**src/irq_prio_pkg.sv**
```systemverilog
package irq_prio_pkg;

	// Vector addresses
	localparam logic [15:0] VEC_HIGH      = 16'h0008;
	localparam logic [15:0] VEC_LOW       = 16'h0018;
	localparam logic [15:0] VEC_NONE      = 16'h0000;

	// Source count and index of the external zero source
	localparam int          NUM_SRC       = 8;
	localparam int          EXT0_IDX      = 0;

	// Reset values
	localparam logic        PRIO_EN_RST   = 1'b0;
	localparam logic        GEN_EN_RST    = 1'b0;

	// Service level state
	typedef enum logic [1:0] {
		LVL_IDLE,
		LVL_LOW,
		LVL_HIGH,
		LVL_HIGH_OVER_LOW
	} lvl_t;

endpackage : irq_prio_pkg

```
**src/irq_flag_bank.sv**
```systemverilog
`timescale 1ns/1ps
// Sticky event flags: set by hardware, cleared by software, set wins
module irq_flag_bank #(
	parameter int N = 8
) (
	// Clock and reset
	input  wire logic         clk,
	input  wire logic         sys_rst,
	// Events, clears and software sets
	input  wire logic [N-1:0] event_in,
	input  wire logic [N-1:0] flag_clr,
	input  wire logic [N-1:0] flag_set,
	// Flags
	output logic      [N-1:0] flag_q
);

	logic [N-1:0] flag_d;

	// Set independent of any enable; set beats clear
	assign flag_d = (flag_q & ~flag_clr) | event_in | flag_set;

	// Flag register
	always_ff @(posedge clk)
	begin
		if (sys_rst)
			flag_q <= '0;
		else
			flag_q <= flag_d;
	end

	// Parameter check at elaboration
	generate
		if (N < 1)
		begin : g_bad_width
			$error("irq_flag_bank: N must be at least 1");
		end
	endgenerate

endmodule : irq_flag_bank

```
**src/two_level_interrupt_priority_ctrl.sv**
```systemverilog
`timescale 1ns/1ps
// Functional notes
// External source zero always high priority
// High vector 0008h, low vector 0018h
// High request preempts running low routine
// Each source: flag, enable, priority bit
// Reset clears priority levels enable
// Compatibility mode ignores priority bits
// Peripheral needs peripheral and global enable
// Global enable gates all sources
// Compatibility mode always vectors to 0008h
// Priority enable turns enables into levels
// High enable passes high priority sources
// Cleared high enable masks every source
// Cleared low enable masks low only
// Low sources need both level enables
// Accepted request vectors by its priority
// Acceptance clears the applicable enable
// Flags set regardless of enables
// Return sets applicable enable again
// No low service during high routine
// Simultaneous requests: high goes first
module two_level_interrupt_priority_ctrl #(
	parameter int                  NUM_SRC    = irq_prio_pkg::NUM_SRC,
	parameter logic [NUM_SRC-1:0]  PERIPH_MAP = 8'hF0
) (
	// Clock and reset
	input  wire logic               clk,
	input  wire logic               sys_rst,
	// Interrupt source events, one-cycle pulses on clk
	input  wire logic [NUM_SRC-1:0] src_event,
	// Software writes to flags, enables and priorities
	input  wire logic [NUM_SRC-1:0] flag_clr,
	input  wire logic [NUM_SRC-1:0] flag_set,
	input  wire logic               enable_wr,
	input  wire logic [NUM_SRC-1:0] enable_wdata,
	input  wire logic               prio_wr,
	input  wire logic [NUM_SRC-1:0] prio_wdata,
	// Reset control register: priority levels enable
	input  wire logic               prio_en_wr,
	input  wire logic               prio_en_wdata,
	// Global enable writes (irq_control_reg bits)
	input  wire logic               gen_wr,
	input  wire logic               global_or_high_wdata,
	input  wire logic               periph_or_low_wdata,
	// Core handshake
	input  wire logic               core_ack,
	input  wire logic               return_from_irq_instr,
	output logic                    irq_req,
	output logic [15:0]             irq_vector,
	// Status
	output logic [NUM_SRC-1:0]      flag_q,
	output logic [NUM_SRC-1:0]      enable_q,
	output logic [NUM_SRC-1:0]      prio_q,
	output logic                    priority_levels_enable,
	output logic                    global_or_high_level_enable,
	output logic                    peripheral_or_low_level_enable,
	output logic                    in_high_service,
	output logic                    in_low_service
);

	// Registers
	logic [NUM_SRC-1:0] enable_d;
	logic [NUM_SRC-1:0] prio_d;
	logic               prio_en_q;
	logic               prio_en_d;
	logic               gen_hi_q;
	logic               gen_hi_d;
	logic               gen_lo_q;
	logic               gen_lo_d;
	irq_prio_pkg::lvl_t lvl_q;
	irq_prio_pkg::lvl_t lvl_d;
	logic [15:0]        vec_q;
	logic [15:0]        vec_d;

	// Decode wires
	logic [NUM_SRC-1:0] eff_prio;
	logic [NUM_SRC-1:0] pend;
	logic [NUM_SRC-1:0] hi_ok;
	logic [NUM_SRC-1:0] lo_ok;
	logic               hi_req;
	logic               lo_req;
	logic               take_hi;
	logic               take_lo;
	logic               accept_hi;
	logic               accept_lo;
	logic               ret_hi;
	logic               ret_lo;
	logic               high_busy;
	logic               low_busy;
	logic [NUM_SRC-1:0] is_periph;
	logic [NUM_SRC-1:0] periph_gate;
	logic [NUM_SRC-1:0] compat_ok;
	logic [NUM_SRC-1:0] prio_hi_ok;
	logic [NUM_SRC-1:0] prio_lo_ok;

	// Sticky flag bank
	irq_flag_bank #(
		.N        (NUM_SRC)
	) u_flags (
		.clk      (clk),
		.sys_rst  (sys_rst),
		.event_in (src_event),
		.flag_clr (flag_clr),
		.flag_set (flag_set),
		.flag_q   (flag_q)
	);

	// Effective priority: source zero forced high
	function automatic logic [NUM_SRC-1:0] fix_prio(input logic [NUM_SRC-1:0] p);
		logic [NUM_SRC-1:0] r;
		r = p;
		r[irq_prio_pkg::EXT0_IDX] = 1'b1;
		return r;
	endfunction : fix_prio

	assign eff_prio = fix_prio(prio_q);
	assign pend     = flag_q & enable_q;

	// Eligibility per source, per mode
	genvar gi;
	generate
		for (gi = 0; gi < NUM_SRC; gi++)
		begin : g_elig
			// In compatibility mode, peripheral sources also need the peripheral enable
			assign is_periph[gi]   = PERIPH_MAP[gi];
			assign periph_gate[gi] = ~is_periph[gi] | gen_lo_q;
			// Compatibility: one level, priority bits ignored
			assign compat_ok[gi]   = pend[gi] & gen_hi_q & periph_gate[gi];
			// Priority mode: high needs high enable, low needs both
			assign prio_hi_ok[gi]  = pend[gi] & eff_prio[gi] & gen_hi_q;
			assign prio_lo_ok[gi]  = pend[gi] & ~eff_prio[gi] & gen_hi_q & gen_lo_q;
			// Mode selects which set reaches the arbiter
			assign hi_ok[gi]       = prio_en_q ? prio_hi_ok[gi] : compat_ok[gi];
			assign lo_ok[gi]       = prio_en_q & prio_lo_ok[gi];
		end
	endgenerate

	// Level state decode, shared by both service flags
	function automatic logic lvl_has(input irq_prio_pkg::lvl_t s, input logic want_high);
		logic hit;
		hit = 1'b0;
		case (s)
			irq_prio_pkg::LVL_HIGH:          hit = want_high;
			irq_prio_pkg::LVL_LOW:           hit = ~want_high;
			irq_prio_pkg::LVL_HIGH_OVER_LOW: hit = 1'b1;
			default:                         hit = 1'b0;
		endcase
		return hit;
	endfunction : lvl_has

	assign high_busy = lvl_has(lvl_q, 1'b1);
	assign low_busy  = lvl_has(lvl_q, 1'b0);

	// Request arbitration: high first, high preempts low, low blocked in high
	assign hi_req  = |hi_ok;
	assign lo_req  = |lo_ok;
	assign take_hi = hi_req & ~high_busy;
	assign take_lo = lo_req & ~hi_req & ~high_busy & ~low_busy;

	assign irq_req    = take_hi | take_lo;
	assign irq_vector = vec_q;
	assign accept_hi  = core_ack & take_hi;
	assign accept_lo  = core_ack & take_lo;

	// Return closes the innermost level
	assign ret_hi = return_from_irq_instr & high_busy;
	assign ret_lo = return_from_irq_instr & ~high_busy & low_busy;

	// Vector of a level; compatibility mode only offers the high path
	function automatic logic [15:0] vec_for(input logic hi, input logic lo);
		logic [15:0] v;
		v = irq_prio_pkg::VEC_NONE;
		if (hi)
			v = irq_prio_pkg::VEC_HIGH;
		else if (lo)
			v = irq_prio_pkg::VEC_LOW;
		return v;
	endfunction : vec_for

	// Vector for the request on offer
	assign vec_d = vec_for(take_hi, take_lo);

	// Enable and priority register next values
	assign enable_d  = enable_wr ? enable_wdata : enable_q;
	assign prio_d    = prio_wr ? prio_wdata : prio_q;
	assign prio_en_d = prio_en_wr ? prio_en_wdata : prio_en_q;

	// Global enables: clear on accept, set on return, hardware wins over write
	always_comb
	begin
		gen_hi_d = gen_wr ? global_or_high_wdata : gen_hi_q;
		gen_lo_d = gen_wr ? periph_or_low_wdata : gen_lo_q;
		if (accept_hi)
			gen_hi_d = 1'b0;
		else if (accept_lo)
			gen_lo_d = 1'b0;
		if (ret_hi)
			gen_hi_d = 1'b1;
		else if (ret_lo)
		begin
			if (prio_en_q)
				gen_lo_d = 1'b1;
			else
				gen_hi_d = 1'b1;
		end
	end

	// Service level tracking
	always_comb
	begin
		lvl_d = lvl_q;
		case (lvl_q)
			irq_prio_pkg::LVL_IDLE:
			begin
				if (accept_hi)
					lvl_d = irq_prio_pkg::LVL_HIGH;
				else if (accept_lo)
					lvl_d = irq_prio_pkg::LVL_LOW;
			end
			irq_prio_pkg::LVL_LOW:
			begin
				if (accept_hi)
					lvl_d = irq_prio_pkg::LVL_HIGH_OVER_LOW;
				else if (ret_lo)
					lvl_d = irq_prio_pkg::LVL_IDLE;
			end
			irq_prio_pkg::LVL_HIGH:
			begin
				if (ret_hi)
					lvl_d = irq_prio_pkg::LVL_IDLE;
			end
			irq_prio_pkg::LVL_HIGH_OVER_LOW:
			begin
				if (ret_hi)
					lvl_d = irq_prio_pkg::LVL_LOW;
			end
			default:
				lvl_d = irq_prio_pkg::LVL_IDLE;
		endcase
	end

	// Per-source enable and priority registers
	always_ff @(posedge clk)
	begin
		if (sys_rst)
		begin
			enable_q <= '0;
			prio_q   <= '1;
		end
		else
		begin
			enable_q <= enable_d;
			prio_q   <= prio_d;
		end
	end

	// Mode and level enable registers
	always_ff @(posedge clk)
	begin
		if (sys_rst)
		begin
			prio_en_q <= irq_prio_pkg::PRIO_EN_RST;
			gen_hi_q  <= irq_prio_pkg::GEN_EN_RST;
			gen_lo_q  <= irq_prio_pkg::GEN_EN_RST;
		end
		else
		begin
			prio_en_q <= prio_en_d;
			gen_hi_q  <= gen_hi_d;
			gen_lo_q  <= gen_lo_d;
		end
	end

	// Service level and offered vector registers
	always_ff @(posedge clk)
	begin
		if (sys_rst)
		begin
			lvl_q <= irq_prio_pkg::LVL_IDLE;
			vec_q <= irq_prio_pkg::VEC_NONE;
		end
		else
		begin
			lvl_q <= lvl_d;
			vec_q <= vec_d;
		end
	end

	// Status outputs
	assign priority_levels_enable         = prio_en_q;
	assign global_or_high_level_enable    = gen_hi_q;
	assign peripheral_or_low_level_enable = gen_lo_q;
	assign in_high_service                = high_busy;
	assign in_low_service                 = low_busy;

	// Parameter checks at elaboration
	generate
		if (NUM_SRC < 1 || NUM_SRC > 32)
		begin : g_bad_count
			$error("two_level_interrupt_priority_ctrl: NUM_SRC out of range");
		end
		if (irq_prio_pkg::EXT0_IDX >= NUM_SRC)
		begin : g_bad_zero
			$error("two_level_interrupt_priority_ctrl: source zero index out of range");
		end
	endgenerate

endmodule : two_level_interrupt_priority_ctrl

```
**config.mk**
```make
export PLATFORM = sky130hd
export DESIGN_NAME = two_level_interrupt_priority_ctrl
export DESIGN_NICKNAME = d
export VERILOG_FILES = /design/src/irq_prio_pkg.sv /design/src/irq_flag_bank.sv /design/src/two_level_interrupt_priority_ctrl.sv
export SDC_FILE = /design/constraint.sdc
export NUM_CORES = 1
export LEC_CHECK = 0
export ABC_AREA = 1
export BUFFER_PORTS_ARGS = -buffer_cell sky130_fd_sc_hd__buf_2
export CAP_MARGIN = 15
export CORE_MARGIN = 5
export CORE_UTILIZATION = 46
export DETAILED_ROUTE_END_ITERATION = 7
export PLACE_DENSITY_LB_ADDON = 0.3
export REMOVE_ABC_BUFFERS = 1
export SYNTH_ARGS = -nofsm -noshare
export SYNTH_HDL_FRONTEND = slang
export SYNTH_SLANG_ARGS = --single-unit
```
**constraint.sdc**
```tcl
create_clock -name clk -period 2.7 [get_ports clk]
set_clock_uncertainty 0.05 [all_clocks]
set_input_delay 0.405 -clock clk [delete_from_list [all_inputs] [get_ports clk]]
set_output_delay 0.405 -clock clk [all_outputs]
set_load 0.1 [all_outputs]
```
# == Yosys cells after proc, flatten, opt, wreduce, memory -nomap -nowiden ==
# Index checks and enable logic that the tools add are counted.
# op_classes
n_addsub,0
div,0
eq_ne,7
n_mux,29
n_reduce_logical,7
shift,0
n_lt_le_gt_ge,0
bitwise,79
mul,0
# op_table
op,n
$and 1x1->1,63
$mux 1,20
$and 8x8->8,2
$or 8x8->8,2
$mux 2,6
$not 1->1,10
$not 8->8,1
$pmux 2 s4,1
$reduce_or 8->1,1
$reduce_or 7->1,1
$ne 3x3->1 const B,2
$reduce_or 2->1,3
$mux 5,1
$eq 2x2->1 const B,2
$mux 4,1
$ne 2x2->1 const B,2
$reduce_and 4->1,1
$eq 2x1->1 const B,1
$logic_not 2->1,1
$or 1x1->1,1
# totals
rom_bits,0
n_memories,0
latchBits,0
out_inout_bits,46
register_bits,34
mem_bits_rw,0

# == Longest topological paths before layout ==
# Gate-level depths: netlist (run 1).
# depth
depth_word,15
depth_mapped,11
depth_no_buf,10

# == Modules after synthesis ==
# A second synthesis (run 1) with hierarchy kept.
# unflattened
hier_cells,207
area_unflattened_um2,1510.2
# by_module_without_submodules
mod,instances,area_each_um2,seq_area_each_um2,cells_each
two_level_interrupt_priority_ctrl,1,1178.6,460.4,166
irq_flag_bank,1,331.6,160.2,41

# == Least setup slack after synthesis (run 1) ==
# Ideal clock, no wire load.
# synth_timing
path_kind,reg2out
startpoint,"register gen_hi_q, in the netlist global_or_high_level_enable"
endpoint,output port irq_req
arrival_time_ns,2.428
path_slack_ns,-0.183
path_stages_with_launch,9
cell_sequence,dfxtp_1 buf_6 nand2_4 nor2_2 nand2_1 and3_1 nand3_2 nand3_2 nand2_1
# synth_via
elab_chain_len,9
word_cells_on_any_way,55
# synth_rtl
item,line,text
from (decl),two_level_interrupt_priority_ctrl.sv:67,logic gen_hi_q;
from (signal assigned),two_level_interrupt_priority_ctrl.sv:264,gen_hi_q <= irq_prio_pkg::GEN_EN_RST;
from (signal assigned),two_level_interrupt_priority_ctrl.sv:270,gen_hi_q <= gen_hi_d;
$and 1x1->1 (2 in a row),two_level_interrupt_priority_ctrl.sv:129,assign compat_ok[gi] = pend[gi] & gen_hi_q & periph_gate[gi];
$mux 1,two_level_interrupt_priority_ctrl.sv:134,assign hi_ok[gi] = prio_en_q ? prio_hi_ok[gi] : compat_ok[gi];
$reduce_or 8->1,two_level_interrupt_priority_ctrl.sv:156,assign hi_req = |hi_ok;
$not 1->1,two_level_interrupt_priority_ctrl.sv:159,assign take_lo = lo_req & ~hi_req & ~high_busy & ~low_busy;
$and 1x1->1 (3 in a row),two_level_interrupt_priority_ctrl.sv:159,
$or 1x1->1 *,two_level_interrupt_priority_ctrl.sv:161,assign irq_req = take_hi | take_lo;
to (decl),two_level_interrupt_priority_ctrl.sv:49,"output logic irq_req,"
# Every way passes the cells marked *; elsewhere a longest branch is shown, timed or not.

# == Worst setup path after layout (run 1) ==
# Ends and elaborated chain as after synthesis.

==> impl_metrics.ini, run 1 <==
[flow_run]
cap_violations = 0

[logic_synthesis]
synth_cell_types = 25
yosysTopAreaCellShare_pct = 39.9
synth.yosys.seq_area_share_pct = 39.9
ys_seq_elements = 31
synthAdderAreaFrac_pct = 0
synthSimpleGateAreaFrac_pct = 29.8
synth.most_common_cell = nand2_1
syn_area_um2 = 1560
synthMuxAreaShare_pct = 0.723
synth_flop_cell = dfxtp_1
syn_inst = 217
async_reset_ff_share_pct = 0
netlist_top_cells_count = 43 x nand2_1, 36 x nor2_1, 31 x dfxtp_1
synth_top_family_by_area = simple AND/OR/NAND/NOR gates
yosysWarningCount = 0
synth_compound_area_share_pct = 13.8
synth_edf_count = 0
yosysTopAreaCell = dfxtp_1
avgSynthCellArea_um2 = 7.17
yosys-top-cells-area = dfxtp_1 40%, nand2_1 10%, nor2_1 8.7%, buf_4 6.8%, a21oi_1 5.5%
synthXorXnorAreaFrac_pct = 0

[pwr]
pwr_density_cell_nw_per_um2 = 628
p_leak_nw = 1.09
ir_drop_mv = 0.460

[die]
core-area_um2 = 3310
dieWidth_um = 68.2
rows = 21
io_pins = 97
start_util_pct = 47.0
die_y_um = 68.2
die-area_um2 = 4650

[layout]
antenna_cells = 0
stdcell_area_um2 = 1980
area_delta_synth_final_pct = 27.3
area.sequential_um2 = 621
nets = 349
num-fill-cells = 347
multiInputGateArea_um2 = 743
drive_above_1_share_pct = 36.1

[worst_setup_path]
cp.required_ps = 2250
path_buf_inv = 1
startpoint_type = flop
crit_fanout = 9
crit_path_end_kind = output port
worstPathCellList = nand2_4, nor2_2, nand2_1, and3_1, nand3_2, nand3_2, nand2_1, buf_2
crit_path_top_delay_cell = dfxtp_1
crit_family = simple AND/OR/NAND/NOR gates
cp_slowest_stage_delay_ps = 540
crit_arrival_ps = 2000
worstSetupPathType = reg2out

[place]
dp_slack_ps = 604
placed_area_um2 = 1930
port-buffer-count = 82
routabilityCongestion = 0.825
dp_hpwl_mm = 3.06

[clock_network]
cts_tree = yes
root_buffer = clkbuf_4
ctsResizeCount = 0
holdBufCountCts = 0
insertion_delay_ps = 340
cts_buffers = 5
post_cts_buffers = 0
cts_max_level = 2
cts.clk_slew.worst_paths_ps = 110
clockBufferDepth = 2
clock-sinks = 31

[grt]
overflow = 0
grt_pass1_wl_mm = 6.00
track_usage_pct = 17.6
grt_pass1_vias = 1387
antenna_found_initial = 0
grt_max_degree = 21

[detailed_routing]
first_pass_iters = 4
wire_per_inst_um = 11.2
drtAntennaViolNets = 0
dr_total_vias = 1557
drc = 0
viasPerCell = 4.51
first_iter_violations = 62
routed_wl_mm = 3.87

[timing]
timing.final.max_slew_violations = 0
finalSetupViolCount = 0
final_hold_viol_count = 0
rsz0062_at_grt = false
layout_setup_ws_ps = 242
clock.fmax_mhz = 407
min_period_over_period_pct = 91.0
fin_crit_ps = 2460

[run_status]
outcome = finished clean

[hold_path]
hold_path.class = in2reg
==> report_power, final <==
| group | switching [mW] | internal, mW | leakage (nW) |
|---|---|---|---|
| Clock | 0.160 | 0.100 | 0.0282 |
| Combinational | 0.393 | 0.0765 | 0.799 |
| Sequential | 0.0269 | 0.487 | 0.258 |
| Total | 0.580 | 0.664 | 1.09 |
==> worst register-to-register path, cell delays in order (launching register included) <==
cell	delay, ps
dfxtp_1	540
nand2_4	110
inv_1	110
nand3_2	70
nand3_2	80
nand2_2	70
nand2_4	80
nand3_2	100
o211ai_1	120
a21oi_2	70
==> cell type report <==
type / count / share of cell area [%]
Multi-Input combinational cell: 154 / 37.5
Tap cell: 46 / 2.91
Inverter: 24 / 4.80
Clock inverter: 2 / 0.632
Sequential cell: 31 / 31.3
Clock buffer: 6 / 2.08
Timing Repair Buffer: 82 / 20.7
==> registers in the layout, summed over array words and instances, names as in the netlist <==
register	flops
prio_q	8
u_flags.flag_q	8
peripheral_or_low_level_enable	1
enable_q	8
irq_vector	2
lvl_q	2
priority_levels_enable	1
global_or_high_level_enable	1
==> layout by cell type, fill, tap and decap left out, drive strengths merged <==
| cell | n |
|---|---|
| dfxtp | 31 |
| mux2 | 1 |
| buf | 82 |
| o21ai | 17 |
| o211ai | 2 |
| a21oi | 20 |
| nor2 | 39 |
| clkinvlp | 1 |
| nand4 | 3 |
| nand3 | 11 |
| and3 | 1 |
| conb | 14 |
| inv | 23 |
| nand2 | 46 |
| clkbuf | 6 |
| clkinv | 2 |
==> kinds of logic (layout without fill, tap and decap cells) <==
kind of cell / count (synthesis) / in the layout
AOI/OAI and AO/OA: 39 / 39
and+or+nand+nor: 100 / 100
buffers and inverters: 45 / 114
other: 1 / 14
DFF: 31 / 31
muxes: 1 / 1
==> stage by stage <==
step                      util (%)  setup TNS [ps]  instances  hold slack [ps]  power [mW]
after detailed placement      58.2               0        337              397       0.995
after global routing          59.8               0        345              198        1.31
final                         59.8               0        345              219        1.24
after floorplan                  -            -166        209              417       0.901
after CTS                     59.8               0        345              213        1.25
after global placement        58.2               0        337              387       0.993
==> routing by layer <==
layer | wire length (um) | track usage, %
met5 | 0 | 0
met4 | 53 | 8.68
met3 | 410 | 6.90
met2 | 1770 | 27.8
met1 | 1630 | 20.7
==> worst paths after layout <==
kind | from | end | slack (ps) | depth (start not counted)
setup reg to reg | global_or_high_level_enable | global_or_high_level_enable | 1180 | 9
hold / removal | prio_wdata[1] | prio_q[1] | 220 | 3
hold reg to reg | prio_q[0] | prio_q[0] | 420 | 2
setup / recovery | global_or_high_level_enable | irq_req | 240 | 8
No activity file was read; power rests on OpenSTA's default activity.
==> inputs of run 2 (changes only) <==
- ABC_CLOCK_PERIOD_IN_PS: default -> 2700
- CORE_ASPECT_RATIO: default -> 0.6
==> impl_metrics.ini, run 2 (same netlist as run 1, synthesis figures left out) <==
[run_status]
outcome = finished clean

[grt]
track_usage_pct = 17.4
grt_pass1_vias = 1418
grt_max_degree = 21
antenna_found_initial = 0
grt_pass1_wl_mm = 6.31
overflow = 0

[timing]
rsz0062_at_grt = false
timing.final.max_slew_violations = 0
min_period_over_period_pct = 88.1
finalSetupViolCount = 0
layout_setup_ws_ps = 321
final_hold_viol_count = 0
holdWs_ps = 293
fin_crit_ps = 2380
clock.fmax_mhz = 420

[clock_network]
post_cts_buffers = 0
clockBufferDepth = 2
holdBufCountCts = 0
root_buffer = clkbuf_8
cts.clk_slew.worst_paths_ps = 60
clock-sinks = 31
cts_max_level = 2
cts_tree = yes
cts_buffers = 5
ctsResizeCount = 0
insertion_delay_ps = 270

[pwr]
pwr_density_cell_nw_per_um2 = 708
p_clk_share_pct = 31.9
ir_drop_mv = 0.381
p_seq_share_pct = 35.6
fin_total_pwr_mw = 1.45
power.internal_mw = 0.863
p_leak_nw = 1.12
switching_power_mw = 0.585
swShare_pct = 40.4
comb_power_share_pct = 32.5

[die]
dieWidth_um = 85.1
die-area_um2 = 4690
rows = 16
start_util_pct = 47.7
core-area_um2 = 3260
io_pins = 97
die_y_um = 55.1

[layout]
area_delta_synth_final_pct = 31.3
final_common_cell = buf_2
drive_above_1_share_pct = 36.5
nets = 349
num-fill-cells = 325
final_cell_mix = 82 x buf_2, 43 x nand2_1, 36 x nor2_1
antenna_cells = 0
reg_top3 = enable_q (8), prio_q (8), u_flags.flag_q (8)

[place]
port-buffer-count = 82
dp_slack_ps = 616
dp_hpwl_mm = 3.28
routabilityCongestion = 0.896

[detailed_routing]
viasPerCell = 4.51
routed_wl_mm = 3.99
wire_per_inst_um = 11.6
dr_total_vias = 1550
drc = 0
drtAntennaViolNets = 0
first_iter_violations = 53
first_pass_iters = 4

[worst_setup_path]
worstSetupPathType = reg2out
cp.required_ps = 2250
crit_fanout = 9
startpoint_type = flop
crit_arrival_ps = 1920
crit_path_end_kind = output port

[flow_run]
cap_violations = 0

[hold_path]
hold_path.class = in2reg
run 2: cell type report:
cell class                 instances  area, um2  area share [%]
multi-input combinational        154        743            36.4
sequential                        31        621            30.4
timing repair buffer              82        410            20.1
inverter                          24       95.1            4.65
clock buffer                       6       82.6            4.04
tap                               45       56.3            2.76
clock inverter                     2       35.0            1.71
run 2: path summary, 6_finish.rpt:
| check | from | to | slack, ps | cells after the start |
|---|---|---|---|---|
| max reg2reg | global_or_high_level_enable | lvl_q[0] | 1190 | 10 |
| min reg2reg | prio_q[0] | prio_q[0] | 410 | 2 |
| min | prio_wdata[6] | prio_q[6] | 290 | 3 |
| max | global_or_high_level_enable | irq_req | 320 | 8 |
run 2: metrics by stage:
| step | util (%) | TNS [ps] | instances | area, um2 |
|---|---|---|---|---|
| global placement | 59.0 | 0 | 336 | 1930 |
| detailed placement | 59.0 | 0 | 336 | 1930 |
| finish | 62.6 | 0 | 344 | 2040 |
| global route | 62.6 | 0 | 344 | 2040 |
| CTS | 62.6 | 0 | 344 | 2040 |
| floorplan | - | -166 | 209 | 1460 |
run 2: critical path: stages, from the launching register on:
cell and delay [ps]:
dfxtp_1 520, nand2_4 110, nor2_2 110, nand2_1 50
and3_1 180, nand3_2 100, nand3_2 90, nand2_1 70
buf_2 410
run 2: routing by layer:
layer / track usage (%) / routed length [um] / share of wire [%] / up-vias
met5: 0 / 0 / 0 / -
met4: 4.74 / 24 / 0.60 / 0
met3: 6.36 / 472 / 12 / 4
met2: 25.9 / 1600 / 40 / 66
met1: 23.8 / 1890 / 47 / 660
li1: - / - / - / 820
run 2: power by group through the flow:
stage	logic, mW	registers, mW	clock network [mW]
floorplan	0.165	0.736	0
global placement	0.468	0.525	0
detailed placement	0.471	0.525	0
CTS	0.472	0.516	0.473
global route	0.494	0.520	0.495
finish	0.470	0.516	0.461
